File: src/shared/aod_pkg.sv
package aod_pkg;
   localparam int DATA_W = 32;
   localparam int FIFO_DEPTH = 8;
   localparam int FIFO_AW = 3;

   // register select codes on the processor register port
   localparam logic [2:0] REG_CONTROL = 3'h0;
   localparam logic [2:0] REG_FIRST_ORIGIN = 3'h1;
   localparam logic [2:0] REG_SECOND_ORIGIN = 3'h2;
   localparam logic [2:0] REG_LENGTH = 3'h3;
   localparam logic [2:0] REG_TIME_STAMP = 3'h4;

   // audio_out_control field positions
   localparam int CTL_TRANSMIT_ENABLE = 0;
   localparam int CTL_STAY_AWAKE = 1;
   localparam int CTL_FIRST_DRAIN_IRQ_ENABLE = 2;
   localparam int CTL_SECOND_DRAIN_IRQ_ENABLE = 3;
   localparam int CTL_BANDWIDTH_IRQ_ENABLE = 4;
   localparam int CTL_STARVATION_IRQ_ENABLE = 5;
   localparam int CTL_LITTLE_ENDIAN = 6;
   localparam int CTL_LAYOUT_LO = 7;
   localparam int CTL_LAYOUT_HI = 8;
   localparam int CTL_FIRST_BUFFER_ACK = 9;
   localparam int CTL_SECOND_BUFFER_ACK = 10;
   localparam int CTL_BANDWIDTH_ERROR_ACK = 11;
   localparam int CTL_STARVATION_ACK = 12;
   localparam int CTL_FIRST_BUFFER_CURRENT = 16;
   localparam int CTL_FIRST_BUFFER_DRAINED = 17;
   localparam int CTL_SECOND_BUFFER_DRAINED = 18;
   localparam int CTL_FETCH_BANDWIDTH_ERROR = 19;
   localparam int CTL_STARVATION = 20;
   localparam int CTL_UNIT_RESET = 31;

   // sample_layout_mode encodings
   localparam logic [1:0] MODE_MONO32 = 2'h0;
   localparam logic [1:0] MODE_STEREO32 = 2'h1;
   localparam logic [1:0] MODE_MONO16 = 2'h2;
   localparam logic [1:0] MODE_STEREO16 = 2'h3;

   localparam logic [31:0] ORIGIN_RESET = 32'h0;
   localparam logic [31:0] LENGTH_RESET = 32'h0;
   localparam logic [31:0] WORD_BYTES = 32'h4;
   localparam logic [31:0] ZERO_WORD = 32'h0;
   localparam logic [15:0] ZERO_HALF = 16'h0;

   typedef enum logic {EMIT_IDLE, EMIT_SECOND} aod_emit_type;
endpackage : aod_pkg

File: src/core/aod_sync.sv
`timescale 1ns/1ps
module aod_sync (
   input wire logic i_core_clk,
   input wire logic i_rst,
   input wire logic i_async,
   output logic o_sync
);
   logic stage1;

   // stage1 is read by the second flop only
   always_ff @(posedge i_core_clk) begin
      if (i_rst) begin
         stage1 <= 1'h0;
         o_sync <= 1'h0;
      end else begin
         stage1 <= i_async;
         o_sync <= stage1;
      end
   end
endmodule : aod_sync

File: src/core/aod_fifo.sv
`timescale 1ns/1ps
module aod_fifo #(
   parameter int WIDTH = 32,
   parameter int DEPTH = 8,
   parameter int AW = 3
) (
   input wire logic i_core_clk,
   input wire logic i_rst,
   input wire logic i_clear,
   input wire logic i_in_valid,
   output logic o_in_ready,
   input wire logic [WIDTH-1:0] i_in_data,
   output logic o_out_valid,
   input wire logic i_out_ready,
   output logic [WIDTH-1:0] o_out_data
);
   logic [WIDTH-1:0] mem [DEPTH];
   logic [AW-1:0] wr_ptr;
   logic [AW-1:0] rd_ptr;
   logic [AW:0] count;
   logic push;
   logic pop;

   // count is one bit wider than the pointers so a full fifo is told apart from an empty one
   assign o_in_ready = (count < (AW+1)'(DEPTH));
   assign o_out_valid = (count != '0);
   assign o_out_data = mem[rd_ptr];
   assign push = i_in_valid && o_in_ready;
   assign pop = i_out_ready && o_out_valid;

   always_ff @(posedge i_core_clk) begin
      if (push) begin
         mem[wr_ptr] <= i_in_data;
      end
   end

   always_ff @(posedge i_core_clk) begin
      if (i_rst || i_clear) begin
         wr_ptr <= '0;
         rd_ptr <= '0;
         count <= '0;
      end else begin
         if (push) begin
            wr_ptr <= (wr_ptr == AW'(DEPTH - 1)) ? '0 : wr_ptr + 1'h1;
         end
         if (pop) begin
            rd_ptr <= (rd_ptr == AW'(DEPTH - 1)) ? '0 : rd_ptr + 1'h1;
         end
         count <= count + (AW+1)'(push) - (AW+1)'(pop);
      end
   end
endmodule : aod_fifo

File: src/core/aod_top.sv
`timescale 1ns/1ps
module aod_top
   import aod_pkg::*;
(
   input wire logic i_core_clk,
   input wire logic i_rst,
   input wire logic i_cpu_rst,
   input wire logic i_reg_wr,
   input wire logic i_reg_rd,
   input wire logic [2:0] i_reg_addr,
   input wire logic [31:0] i_reg_wdata,
   output logic [31:0] o_reg_rdata,
   output logic o_mem_req,
   output logic [31:0] o_mem_addr,
   input wire logic i_mem_ack,
   input wire logic [31:0] i_mem_data,
   input wire logic i_sample_due,
   output logic [31:0] o_left_sample,
   output logic [31:0] o_right_sample,
   output logic o_sample_strobe,
   input wire logic [31:0] i_cycle_tally,
   input wire logic i_global_powerdown,
   output logic o_irq,
   output logic o_wake_request
);
   logic soft_rst;
   logic unit_rst;
   logic tx_enable;
   logic stay_awake;
   logic [3:0] irq_en;
   logic little_endian;
   logic [1:0] layout_mode;
   logic [31:0] first_origin;
   logic [31:0] second_origin;
   logic [31:0] length;
   logic [1:0] drained;
   logic bw_err;
   logic starve;
   logic first_cur;
   logic [1:0] full;
   logic [1:0] pending;
   logic fetch_sel;
   logic [31:0] fetch_left;
   logic [31:0] fetch_addr;
   logic [31:0] units_left;
   logic half_sel;
   logic [31:0] held_left;
   logic [31:0] time_stamp;
   aod_emit_type estate;
   aod_emit_type next_estate;
   logic wr_ctl;
   logic [1:0] ack_buf;
   logic ack_bw;
   logic ack_starve;
   logic enable_rise;
   logic active;
   logic due_sync;
   logic due_prev;
   logic due_pulse;
   logic cur_idx;
   logic fifo_in_ready;
   logic fifo_out_valid;
   logic [31:0] fifo_out_data;
   logic fetch_req;
   logic push;
   logic pop;
   logic load_out;
   logic unit_done;
   logic buffer_done;
   logic starve_evt;
   logic bw_evt;
   logic hold_left;
   logic [31:0] next_left;
   logic [31:0] next_right;
   logic [31:0] remaining;

   function automatic logic [31:0] pick_sample(input logic [31:0] w, input logic hi, input logic le,
                                               input logic is16);
      logic [15:0] h;
      h = hi ? w[31:16] : w[15:0];
      if (is16) begin
         pick_sample = le ? {h, ZERO_HALF} : {h[7:0], h[15:8], ZERO_HALF};
      end else begin
         pick_sample = le ? w : {w[7:0], w[15:8], w[23:16], w[31:24]};
      end
   endfunction : pick_sample

   // words fetched per buffer; length counts mono samples or stereo pairs
   function automatic logic [31:0] word_count(input logic [31:0] len, input logic [1:0] mode);
      case (mode)
         MODE_MONO16: word_count = {1'h0, len[31:1]};
         MODE_STEREO32: word_count = {len[30:0], 1'h0};
         default: word_count = len;
      endcase
   endfunction : word_count

   assign unit_rst = i_rst || soft_rst;
   assign wr_ctl = i_reg_wr && (i_reg_addr == REG_CONTROL);
   assign ack_buf[0] = wr_ctl && i_reg_wdata[CTL_FIRST_BUFFER_ACK];
   assign ack_buf[1] = wr_ctl && i_reg_wdata[CTL_SECOND_BUFFER_ACK];
   assign ack_bw = wr_ctl && i_reg_wdata[CTL_BANDWIDTH_ERROR_ACK];
   assign ack_starve = wr_ctl && i_reg_wdata[CTL_STARVATION_ACK];
   assign enable_rise = wr_ctl && i_reg_wdata[CTL_TRANSMIT_ENABLE] && !tx_enable;
   assign active = tx_enable && (!i_global_powerdown || stay_awake);
   assign cur_idx = !first_cur;
   assign due_pulse = due_sync && !due_prev;

   aod_sync u_due_sync (
      .i_core_clk(i_core_clk),
      .i_rst(i_rst),
      .i_async(i_sample_due),
      .o_sync(due_sync)
   );

   // fetch side only asks while the fifo has room, so memory can never overrun it
   assign fetch_req = active && (fetch_left != ZERO_WORD) && fifo_in_ready;
   assign push = fetch_req && i_mem_ack;
   assign o_mem_req = fetch_req;

   aod_fifo #(
      .WIDTH(DATA_W),
      .DEPTH(FIFO_DEPTH),
      .AW(FIFO_AW)
   ) u_fifo (
      .i_core_clk(i_core_clk),
      .i_rst(unit_rst),
      .i_clear(!tx_enable),
      .i_in_valid(push),
      .o_in_ready(fifo_in_ready),
      .i_in_data(i_mem_data),
      .o_out_valid(fifo_out_valid),
      .i_out_ready(pop),
      .o_out_data(fifo_out_data)
   );

   assign remaining = (units_left == ZERO_WORD) ? length : units_left;

   // emission: on a missing sample nothing loads, so the last output repeats
   always_comb begin
      next_estate = estate;
      pop = 1'h0;
      load_out = 1'h0;
      unit_done = 1'h0;
      starve_evt = 1'h0;
      bw_evt = 1'h0;
      hold_left = 1'h0;
      next_left = o_left_sample;
      next_right = o_right_sample;
      case (estate)
         EMIT_IDLE: begin
            if (due_pulse && active) begin
               if (!full[cur_idx]) begin
                  starve_evt = 1'h1;
               end else if (!fifo_out_valid) begin
                  bw_evt = 1'h1;
               end else begin
                  pop = (layout_mode != MODE_MONO16) || half_sel;
                  case (layout_mode)
                     MODE_STEREO32: begin
                        hold_left = 1'h1;
                        next_estate = EMIT_SECOND;
                     end
                     MODE_STEREO16: begin
                        next_left = pick_sample(fifo_out_data, 1'h0, little_endian, 1'h1);
                        next_right = pick_sample(fifo_out_data, 1'h1, little_endian, 1'h1);
                        load_out = 1'h1;
                        unit_done = 1'h1;
                     end
                     MODE_MONO16: begin
                        next_left = pick_sample(fifo_out_data, half_sel, little_endian, 1'h1);
                        next_right = next_left;
                        load_out = 1'h1;
                        unit_done = 1'h1;
                     end
                     default: begin
                        next_left = pick_sample(fifo_out_data, 1'h0, little_endian, 1'h0);
                        next_right = next_left;
                        load_out = 1'h1;
                        unit_done = 1'h1;
                     end
                  endcase
               end
            end
         end
         EMIT_SECOND: begin
            next_estate = EMIT_IDLE;
            if (fifo_out_valid) begin
               pop = 1'h1;
               next_left = held_left;
               next_right = pick_sample(fifo_out_data, 1'h0, little_endian, 1'h0);
               load_out = 1'h1;
               unit_done = 1'h1;
            end else begin
               bw_evt = 1'h1;
            end
         end
         default: next_estate = EMIT_IDLE;
      endcase
   end

   assign buffer_done = unit_done && (remaining <= 32'h1);

   always_ff @(posedge i_core_clk) begin
      if (i_rst) begin
         soft_rst <= 1'h0;
         due_prev <= 1'h0;
      end else begin
         soft_rst <= wr_ctl && i_reg_wdata[CTL_UNIT_RESET];
         due_prev <= due_sync;
      end
   end

   // software-written control and buffer description
   always_ff @(posedge i_core_clk) begin
      if (unit_rst) begin
         tx_enable <= 1'h0;
         stay_awake <= 1'h0;
         irq_en <= 4'h0;
         little_endian <= 1'h0;
         layout_mode <= MODE_MONO32;
         first_origin <= ORIGIN_RESET;
         second_origin <= ORIGIN_RESET;
         length <= LENGTH_RESET;
      end else if (i_reg_wr) begin
         case (i_reg_addr)
            REG_CONTROL: begin
               tx_enable <= i_reg_wdata[CTL_TRANSMIT_ENABLE];
               stay_awake <= i_reg_wdata[CTL_STAY_AWAKE];
               irq_en <= i_reg_wdata[CTL_STARVATION_IRQ_ENABLE:CTL_FIRST_DRAIN_IRQ_ENABLE];
               little_endian <= i_reg_wdata[CTL_LITTLE_ENDIAN];
               layout_mode <= i_reg_wdata[CTL_LAYOUT_HI:CTL_LAYOUT_LO];
            end
            REG_FIRST_ORIGIN: first_origin <= i_reg_wdata;
            REG_SECOND_ORIGIN: second_origin <= i_reg_wdata;
            REG_LENGTH: length <= i_reg_wdata;
            default: ;
         endcase
      end
   end

   // buffer bookkeeping; in drained a hardware set beats a same-cycle ack, in full and pending the ack beats the hardware clear
   always_ff @(posedge i_core_clk) begin
      if (unit_rst) begin
         first_cur <= 1'h1;
         full <= 2'h0;
         pending <= 2'h0;
         drained <= 2'h0;
         units_left <= ZERO_WORD;
         half_sel <= 1'h0;
      end else begin
         for (int b = 0; b < 2; b++) begin
            if (enable_rise || ack_buf[b]) begin
               full[b] <= 1'h1;
            end else if (buffer_done && (cur_idx == b[0])) begin
               full[b] <= 1'h0;
            end
            if (enable_rise || ack_buf[b]) begin
               pending[b] <= 1'h1;
            end else if (active && (fetch_left == ZERO_WORD) && (fetch_sel == b[0])) begin
               pending[b] <= 1'h0;
            end
            if (buffer_done && (cur_idx == b[0])) begin
               drained[b] <= 1'h1;
            end else if (ack_buf[b]) begin
               drained[b] <= 1'h0;
            end
         end
         if (enable_rise) begin
            units_left <= ZERO_WORD;
            half_sel <= 1'h0;
         end else if (unit_done) begin
            units_left <= remaining - 32'h1;
            half_sel <= (layout_mode == MODE_MONO16) && !half_sel;
         end
         if (buffer_done) begin
            first_cur <= !first_cur;
         end
      end
   end

   always_ff @(posedge i_core_clk) begin
      if (unit_rst) begin
         bw_err <= 1'h0;
         starve <= 1'h0;
      end else begin
         if (bw_evt) begin
            bw_err <= 1'h1;
         end else if (ack_bw) begin
            bw_err <= 1'h0;
         end
         if (starve_evt) begin
            starve <= 1'h1;
         end else if (ack_starve) begin
            starve <= 1'h0;
         end
      end
   end

   // fetch pointer walks one buffer at a time, ahead of emission
   always_ff @(posedge i_core_clk) begin
      if (unit_rst || !tx_enable || enable_rise) begin
         fetch_sel <= cur_idx;
         fetch_left <= ZERO_WORD;
         fetch_addr <= ZERO_WORD;
      end else if (active && (fetch_left == ZERO_WORD) && pending[fetch_sel]) begin
         fetch_addr <= fetch_sel ? second_origin : first_origin;
         fetch_left <= word_count(length, layout_mode);
      end else if (push) begin
         fetch_addr <= fetch_addr + WORD_BYTES;
         fetch_left <= fetch_left - 32'h1;
         if (fetch_left == 32'h1) begin
            fetch_sel <= !fetch_sel;
         end
      end
   end
   assign o_mem_addr = fetch_addr;

   always_ff @(posedge i_core_clk) begin
      if (unit_rst || !tx_enable) begin
         estate <= EMIT_IDLE;
         held_left <= ZERO_WORD;
         o_left_sample <= ZERO_WORD;
         o_right_sample <= ZERO_WORD;
         o_sample_strobe <= 1'h0;
      end else begin
         estate <= next_estate;
         o_sample_strobe <= load_out;
         if (hold_left) begin
            held_left <= pick_sample(fifo_out_data, 1'h0, little_endian, 1'h0);
         end
         if (load_out) begin
            o_left_sample <= next_left;
            o_right_sample <= next_right;
         end
      end
   end

   // time stamp survives a unit reset so it stays aligned with the tally
   always_ff @(posedge i_core_clk) begin
      if (i_rst || i_cpu_rst) begin
         time_stamp <= ZERO_WORD;
      end else if (buffer_done) begin
         time_stamp <= i_cycle_tally;
      end
   end

   always_ff @(posedge i_core_clk) begin
      if (unit_rst) begin
         o_irq <= 1'h0;
         o_wake_request <= 1'h0;
      end else begin
         o_irq <= |({starve, bw_err, drained} & irq_en);
         o_wake_request <= (|({starve, bw_err, drained} & irq_en)) && stay_awake && i_global_powerdown;
      end
   end

   // acks and the reset bit are not stored, so they read back as zero
   always_ff @(posedge i_core_clk) begin
      if (i_rst) begin
         o_reg_rdata <= ZERO_WORD;
      end else if (i_reg_rd) begin
         o_reg_rdata <= ZERO_WORD;
         case (i_reg_addr)
            REG_CONTROL: begin
               o_reg_rdata[CTL_TRANSMIT_ENABLE] <= tx_enable;
               o_reg_rdata[CTL_STAY_AWAKE] <= stay_awake;
               o_reg_rdata[CTL_STARVATION_IRQ_ENABLE:CTL_FIRST_DRAIN_IRQ_ENABLE] <= irq_en;
               o_reg_rdata[CTL_LITTLE_ENDIAN] <= little_endian;
               o_reg_rdata[CTL_LAYOUT_HI:CTL_LAYOUT_LO] <= layout_mode;
               o_reg_rdata[CTL_FIRST_BUFFER_CURRENT] <= first_cur;
               o_reg_rdata[CTL_FIRST_BUFFER_DRAINED] <= drained[0];
               o_reg_rdata[CTL_SECOND_BUFFER_DRAINED] <= drained[1];
               o_reg_rdata[CTL_FETCH_BANDWIDTH_ERROR] <= bw_err;
               o_reg_rdata[CTL_STARVATION] <= starve;
            end
            REG_FIRST_ORIGIN: o_reg_rdata <= first_origin;
            REG_SECOND_ORIGIN: o_reg_rdata <= second_origin;
            REG_LENGTH: o_reg_rdata <= length;
            REG_TIME_STAMP: o_reg_rdata <= time_stamp;
            default: o_reg_rdata <= ZERO_WORD;
         endcase
      end
   end
endmodule : aod_top

File: config.mk
export PLATFORM = sky130hd
export DESIGN_NAME = aod_top
export DESIGN_NICKNAME = d
export VERILOG_FILES = /design/src/shared/aod_pkg.sv /design/src/core/aod_sync.sv /design/src/core/aod_fifo.sv /design/src/core/aod_top.sv
export SDC_FILE = /design/constraint.sdc
export NUM_CORES = 1
export LEC_CHECK = 0
export BUFFER_PORTS_ARGS = -buffer_cell sky130_fd_sc_hd__buf_2
export CELL_PAD_IN_SITES_DETAIL_PLACEMENT = 1
export CELL_PAD_IN_SITES_GLOBAL_PLACEMENT = 1
export CORE_MARGIN = 2
export CORE_UTILIZATION = 50
export CTS_CLUSTER_SIZE = 14
export DETAILED_ROUTE_END_ITERATION = 6
export PLACE_DENSITY_LB_ADDON = 0.1
export SLEW_MARGIN = 20
export SYNTH_ARGS = -nofsm -noshare
export SYNTH_HDL_FRONTEND = slang
export SYNTH_SLANG_ARGS = --single-unit
File: constraint.sdc
create_clock -name i_core_clk -period 19.7 [get_ports i_core_clk]
set_clock_uncertainty 0.05 [all_clocks]
set_input_delay 4.925 -clock i_core_clk [delete_from_list [all_inputs] [get_ports i_core_clk]]
set_output_delay 4.925 -clock i_core_clk [all_outputs]
set_load 0.01 [all_outputs]
==> results.yml, run 1 <==
detailed_routing:
  highest_layer: "met5"
  num_vias: 25467
  drt.antenna.violating_nets: 0
  route.met2.wl_mm: 52.3
  viasPerCell: 6.42
  wl_met1_mm: 40.6
  met3_length_mm: 6.52
  drc_errors: 0
  drt_iter0_markers: 1829
  wire_per_inst_um: 27.0
  first_pass_iters: 7
  wirelength_mm: 107
logic_synthesis:
  synth.distinct_cells: 93
  synth_edf_count: 257
  postSynthAreaPerCell_um2: 9.95
  ys_seq_area_share_pct: 52.1
  synthArstFlopShare_pct: 0
  yosys_warnings: 0
  syn_nets: 3128
  synthCells: 3003
  syn_area_mm2: 0.0299
  synth-main-ff-cell: "dfxtp_1"
  synth-seq-cells: 649
clocking:
  clockRootBuffer: "clkbuf_16"
  cts_made_buffers: 72
  cts_resized: 0
  clock_sinks: 649
  clk_transition_reported_paths_ps: 60
  cts_tree: "built"
  htreeDepth: 3
  clockBufferDepth: 3
  post-cts-setup-buffers: 0
  cts_hold_buf: 0
  clk-insertion-delay-late_ps: 630
setup_path:
  cp_cell_sequence: "buf_2 > inv_1 > o21a_1 > nand2_1 > nor2_1 > buf_2"
  crit_fanout: 4
  cp.arrival_ps: 5870
  crit_top_cell: "buf_2"
  cp-start-kind: "primary input"
  required_ps: 14730
  crit_path_end_kind: "output port"
  crit_type: "in -> out"
  r2r_cells: 9
  reg2reg_from: "estate$_SDFF_PP0_"
  cp_slowest_cell: "o21a_1"
  worstReg2RegEnd: "o_left_sample[22]$_SDFFE_PP0P_"
  reg2reg_setup_slack_ps: 14950
  slowest_delay_ps: 240
layout:
  area_growth_pct: 13.9
  layout_common_cells: "484 x nand2_1, 388 x dfxtp_1, 300 x a21oi_1"
  final_common_cell: "nand2_1"
  drive_above_1_share_pct: 18.6
  nNetsFinal: 3260
place:
  dp_hpwl_mm: 71.5
  port_buffers: 238
  globalplace.congestion: 0.885
power:
  p_leak_nw: 11.7
  p_per_area_mw_per_mm2: 85.9
  finalPower_mw: 2.92
  ir_drop_uv: 86.9
hold_path:
  hp-start: "u_due_sync.stage1$_SDFF_PP0_"
  whs_endpoint: "u_due_sync.o_sync$_SDFF_PP0_"
  hold_depth: 1
  hp-class: "reg -> reg"
floorplanning:
  fp-row-count: 89
  die_area_mm2: 0.0617
  io_pins: 239
  fp.dieH_um: 248
  design.core.area_mm2: 0.0590
  start_util_pct: 50.6
  die_w_um: 248
sta:
  max_freq_ghz: 0.0922
  hold_viol_final: 0
  rsz0062_at_grt: "no"
  timing.setup.tns_ps: 0
  setup-violations-final: 0
  drv_slew: 0
  worst_pin_slew_ps: 1110
  period_share_pct: 55.1
  min_period_ps: 10850
  slew_headroom_pct: 25.5
  holdWs_ps: 400
grt:
  grt_pass1_vias: 26539
  gr-total-overflow: 0
  grt_pass1_wl_mm: 161
  grt_start_max_net_pins: 94
  grt_use_total_pct: 34.6
  antenna_found_initial: 3
job:
  cap_viol_max_count: 0
outcome:
  status: "complete, no violations"
cells in the mapped netlist, types with 47 or more instances:
cell type | number | area share, %
nand2_1 | 485 | 6.1
dfxtp_1 | 392 | 26
nand4_1 | 54 | 1.1
a21oi_1 | 300 | 5.0
mux4_2 | 72 | 5.4
edfxtp_1 | 257 | 26
nor3_1 | 54 | 0.90
mux2i_1 | 84 | 2.8
nand3_1 | 47 | 0.79
a22oi_1 | 93 | 2.3
clkbuf_1 | 191 | 2.4
o21ai_0 | 137 | 2.3
nor2_1 | 247 | 3.1
state kept, by name (all words and copies together), names as in the netlist, 2 cells and up, named ones only:
signal          count
units_left         32
drained             2
o_right_sample     32
time_stamp         32
u_fifo.count        4
length             32
first_origin       32
full                2
fetch_left         32
u_fifo.wr_ptr       3
held_left          32
o_reg_rdata        32
irq_en              4
o_left_sample      32
pending             2
layout_mode         2
u_fifo.mem        256
u_fifo.rd_ptr       3
second_origin      32
o_mem_addr         32
worst max path at each step:
stage                                   from         to  slack, ps
after floorplan           i_global_powerdown  o_mem_req       9340
after global placement    i_global_powerdown  o_mem_req       8890
after detailed placement  i_global_powerdown  o_mem_req       8850
after CTS                 i_global_powerdown  o_mem_req       8840
after global routing      i_global_powerdown  o_mem_req       8750
final                     i_global_powerdown  o_mem_req       8850
logic make-up (layout without fill, tap and decap cells):
logic type	after synthesis	in the layout	share of synthesized area, %
and+or+nand+nor	1059	1059	16.3
adders and majority gates	18	18	0.779
xor gates and xnor gates	31	31	0.909
buffers and inverters	275	464	3.82
other	0	4	0
DFF	649	649	52.1
AOI/OAI and AO/OA	778	778	16.4
muxes	193	193	9.69
worst max-delay path, delay by kind of cell:
kind / cells / cell delay, ps
buffers and inverters: 3 / 350
AO/OA/AOI/OAI: 1 / 240
AND/OR/NAND/NOR: 2 / 350
per-layer routing:
layer  GRT usage (%)  vias to the layer above
li1                -                    11350
met1            40.0                    12838
met2            58.6                      955
met3            6.41                      320
met4            23.0                        4
met5               0                        -
stage by stage:
step                      utilization, %  area (um^2)  setup WS [ps]  cells
after detailed placement            53.5        31600           8850   3834
after CTS                           57.6        34000           8840   3965
after global placement              53.5        31600           8890   3834
final                               57.6        34000           8850   3969
after global routing                57.6        34000           8750   3965
after floorplan                        -        29900           9340   3003
cell type report:
cell class                      count  area, um^2
Timing Repair Buffer              295        1620
Clock buffer                       99        1980
Clock inverter                     32         415
Sequential cell                   649       15600
Tap cell                          773         967
Antenna cell                        4        10.0
Multi-Input combinational cell   2079       13300
Fill cell                        6415       25000
Inverter                           38         143
power by group:
part / switching (mW) / leakage, nW / internal [mW]
Combinational: 0.0901 / 5.09 / 0.0377
Clock: 0.570 / 1.16 / 0.814
Sequential: 0.00870 / 5.48 / 1.40
(Power assumes the default switching activity.)
==> run 2, diff against run 1 <==
- ABC_AREA: default -> 1
- CORE_UTILIZATION: 50 -> 45
- clock period: 19.7 -> 10.5 ns (I/O delays scaled with it)
==> results.yml, run 2 <==
sta:
  slew_headroom_pct: 31.3
  hold_viol_final: 0
  drv_slew: 0
  rsz0062_at_grt: "no"
  worst_pin_slew_ps: 1030
  period_share_pct: 60.9
  max_freq_ghz: 0.156
  setup-violations-final: 0
  fin_ws_ps: 4100
  timing.setup.tns_ps: 0
  min_period_ps: 6400
logic_synthesis:
  synth.distinct_cells: 56
  synth-main-ff-cell: "dfxtp_1"
  yosysTopAreaCellShare_pct: 26.0
  ys_seq_area_share_pct: 51.5
  synth_area_leader_cell: "dfxtp_1"
  syn_nets: 3919
  synth_common_cells: "724 x nand2_1, 528 x nor2_1, 483 x o21ai_0"
  synthCells: 3794
  synthArstFlopShare_pct: 0
  synth-seq-cells: 649
  synth_edf_count: 257
  yosysMostFrequentCell: "nand2_1"
  syn_area_mm2: 0.0302
  postSynthAreaPerCell_um2: 7.97
  synth_area_leaders: "dfxtp_1 26%, edfxtp_1 26%, nand2_1 9.0%"
  yosys_warnings: 0
floorplanning:
  start_util_pct: 45.3
  die_area_mm2: 0.0693
  io_pins: 239
  die_w_um: 263
  fp.dieH_um: 263
  design.core.area_mm2: 0.0668
  fp-row-count: 95
hold_path:
  hp-class: "reg -> reg"
  hp-start: "u_due_sync.stage1$_SDFF_PP0_"
  hold_depth: 2
  whs_endpoint: "u_due_sync.o_sync$_SDFF_PP0_"
detailed_routing:
  wirelength_mm: 106
  drt.antenna.violating_nets: 0
  drc_errors: 0
  drt_iter0_markers: 2655
  first_pass_iters: 7
  num_vias: 27676
  wire_per_inst_um: 21.9
  viasPerCell: 5.69
grt:
  antenna_found_initial: 14
  gr-total-overflow: 0
  grt_use_total_pct: 30.1
  grt_pass1_vias: 27230
  grt_pass1_wl_mm: 163
  grt_start_max_net_pins: 103
setup_path:
  cp-start-kind: "primary input"
  reg2reg_setup_slack_ps: 6530
  crit_top_cell: "buf_2"
  critical_path.top_delay_family: "simple AND/OR/NAND/NOR gates"
  worstReg2RegEnd: "time_stamp[20]$_SDFFE_PP0N_"
  crit_cells: 5
  cp_cell_sequence: "buf_2 > a21oi_2 > nand2_1 > nor2_1 > buf_2"
  required_ps: 7830
  r2r_cells: 12
  crit_path_end_kind: "output port"
  crit_fanout: 7
  path_buf_inv: 2
  slowest_delay_ps: 350
  cp_slowest_cell: "a21oi_2"
  reg2reg_from: "layout_mode[0]$_SDFFE_PP0P_"
  cp.arrival_ps: 3720
  crit_type: "in -> out"
power:
  p_per_area_mw_per_mm2: 160
  p_leak_nw: 14.2
  clkPwrFrac_pct: 46.8
  swShare_pct: 24.3
  ir_drop_uv: 142
  p_int_mw: 4.19
  net-switching-power_mw: 1.34
  seqPwrFrac_pct: 48.0
  combPwrFrac_pct: 5.2
clocking:
  clock_sinks: 649
  clk_transition_reported_paths_ps: 60
  cts_resized: 0
  post-cts-setup-buffers: 0
  clockRootBuffer: "clkbuf_16"
  cts_tree: "built"
  clockBufferDepth: 3
  cts_made_buffers: 74
  clk-insertion-delay-late_ps: 640
  cts_hold_buf: 0
  htreeDepth: 3
layout:
  final_common_cell: "nand2_1"
  drive_above_1_share_pct: 11.4
  nNetsFinal: 4049
  final_cells: 4861
  multi_input_area_mm2: 0.0126
  largest_register: "u_fifo.mem"
  num-fill-cells: 8142
  largest_register_ffs: 256
  layout_common_cells: "723 x nand2_1, 515 x nor2_1, 483 x o21ai_0"
  seqCellArea_mm2: 0.0156
  area_growth_pct: 14.0
place:
  globalplace.congestion: 0.889
  dp_hpwl_mm: 71.4
  place_ws_ps: 4070
  placedCellCount: 4721
  port_buffers: 238
outcome:
  status: "complete, no violations"
job:
  cap_viol_max_count: 0
-- run 2: changes by cell type in the layout (fill, tap and decap cells not counted), moves of 35 or more --
cell     previous run  this run
inv_1              33       309
o22ai_1            10        48
o21ai_0           137       483
a22oi_1            93        16
nand2_1           484       723
mux2i_1            84        14
mux4_2             72         0
a21oi_1           300       339
nand3_1            47       114
nor2_1            244       515
mux2_2             35         0
-- run 2: power by group through the flow --
stage	Clock, mW	Sequential (mW)	Combinational (mW)
floorplan	0	2.70	0.164
global placement	0	2.71	0.275
detailed placement	0	2.71	0.280
CTS	2.63	2.65	0.282
global route	2.73	2.65	0.314
finish	2.59	2.65	0.286
-- run 2: cells by family (layout without fill, tap and decap cells) --
logic type                 count (synthesis)  count (layout)  share of synthesized area [%]
other                                      0               6                              0
AOI/OAI and AO/OA                       1078            1078                           19.9
xor gates and xnor gates                  45              45                           1.30
muxes                                     14              14                          0.464
adders and majority gates                 18              18                          0.770
DFF                                      649             649                           51.5
and+or+nand+nor                         1442            1442                           19.0
buffers and inverters                    548             736                           7.10
-- run 2: cell type report --
type,count,area share [%]
diodes,6,0.0436
clock buffers,107,6.15
clock inverters,27,0.915
inverters,321,3.50
multi-input cells,2597,36.6
flip-flops and latches,649,45.2
well taps,873,3.17
repair buffers,281,4.39
-- run 2: stage by stage --
step                cell area, um^2  util (%)  power [mW]  hold slack (ps)
floorplan                     30200         -        2.86              338
CTS                           34500      51.6        5.56              388
global placement              32000      47.9        2.98              378
finish                        34500      51.6        5.53              379
detailed placement            32000      47.9        2.99              378
global route                  34500      51.6        5.70              400
-- run 2: worst max path at each step --
stage	startpoint	to	slack, ps
after floorplan	i_global_powerdown	o_mem_req	4690
after global placement	i_global_powerdown	o_mem_req	4060
after detailed placement	i_global_powerdown	o_mem_req	4070
after CTS	i_global_powerdown	o_mem_req	4070
after global routing	i_global_powerdown	o_mem_req	4020
final	i_global_powerdown	o_mem_req	4100
-- run 2: tightest hold or removal path, cell delays in order, from the launching register on --
cell and delay, ps:
dfxtp_1 300, inv_1 50, nor2_1 40
-- run 2: per-layer routing --
layer / up-vias / share of wire [%] / track usage, %
li1: 13066 / - / -
met1: 13552 / 46 / 43.5
met2: 870 / 44 / 45.9
met3: 174 / 7.5 / 6.00
met4: 14 / 2.2 / 8.36
met5: - / 0.090 / 0
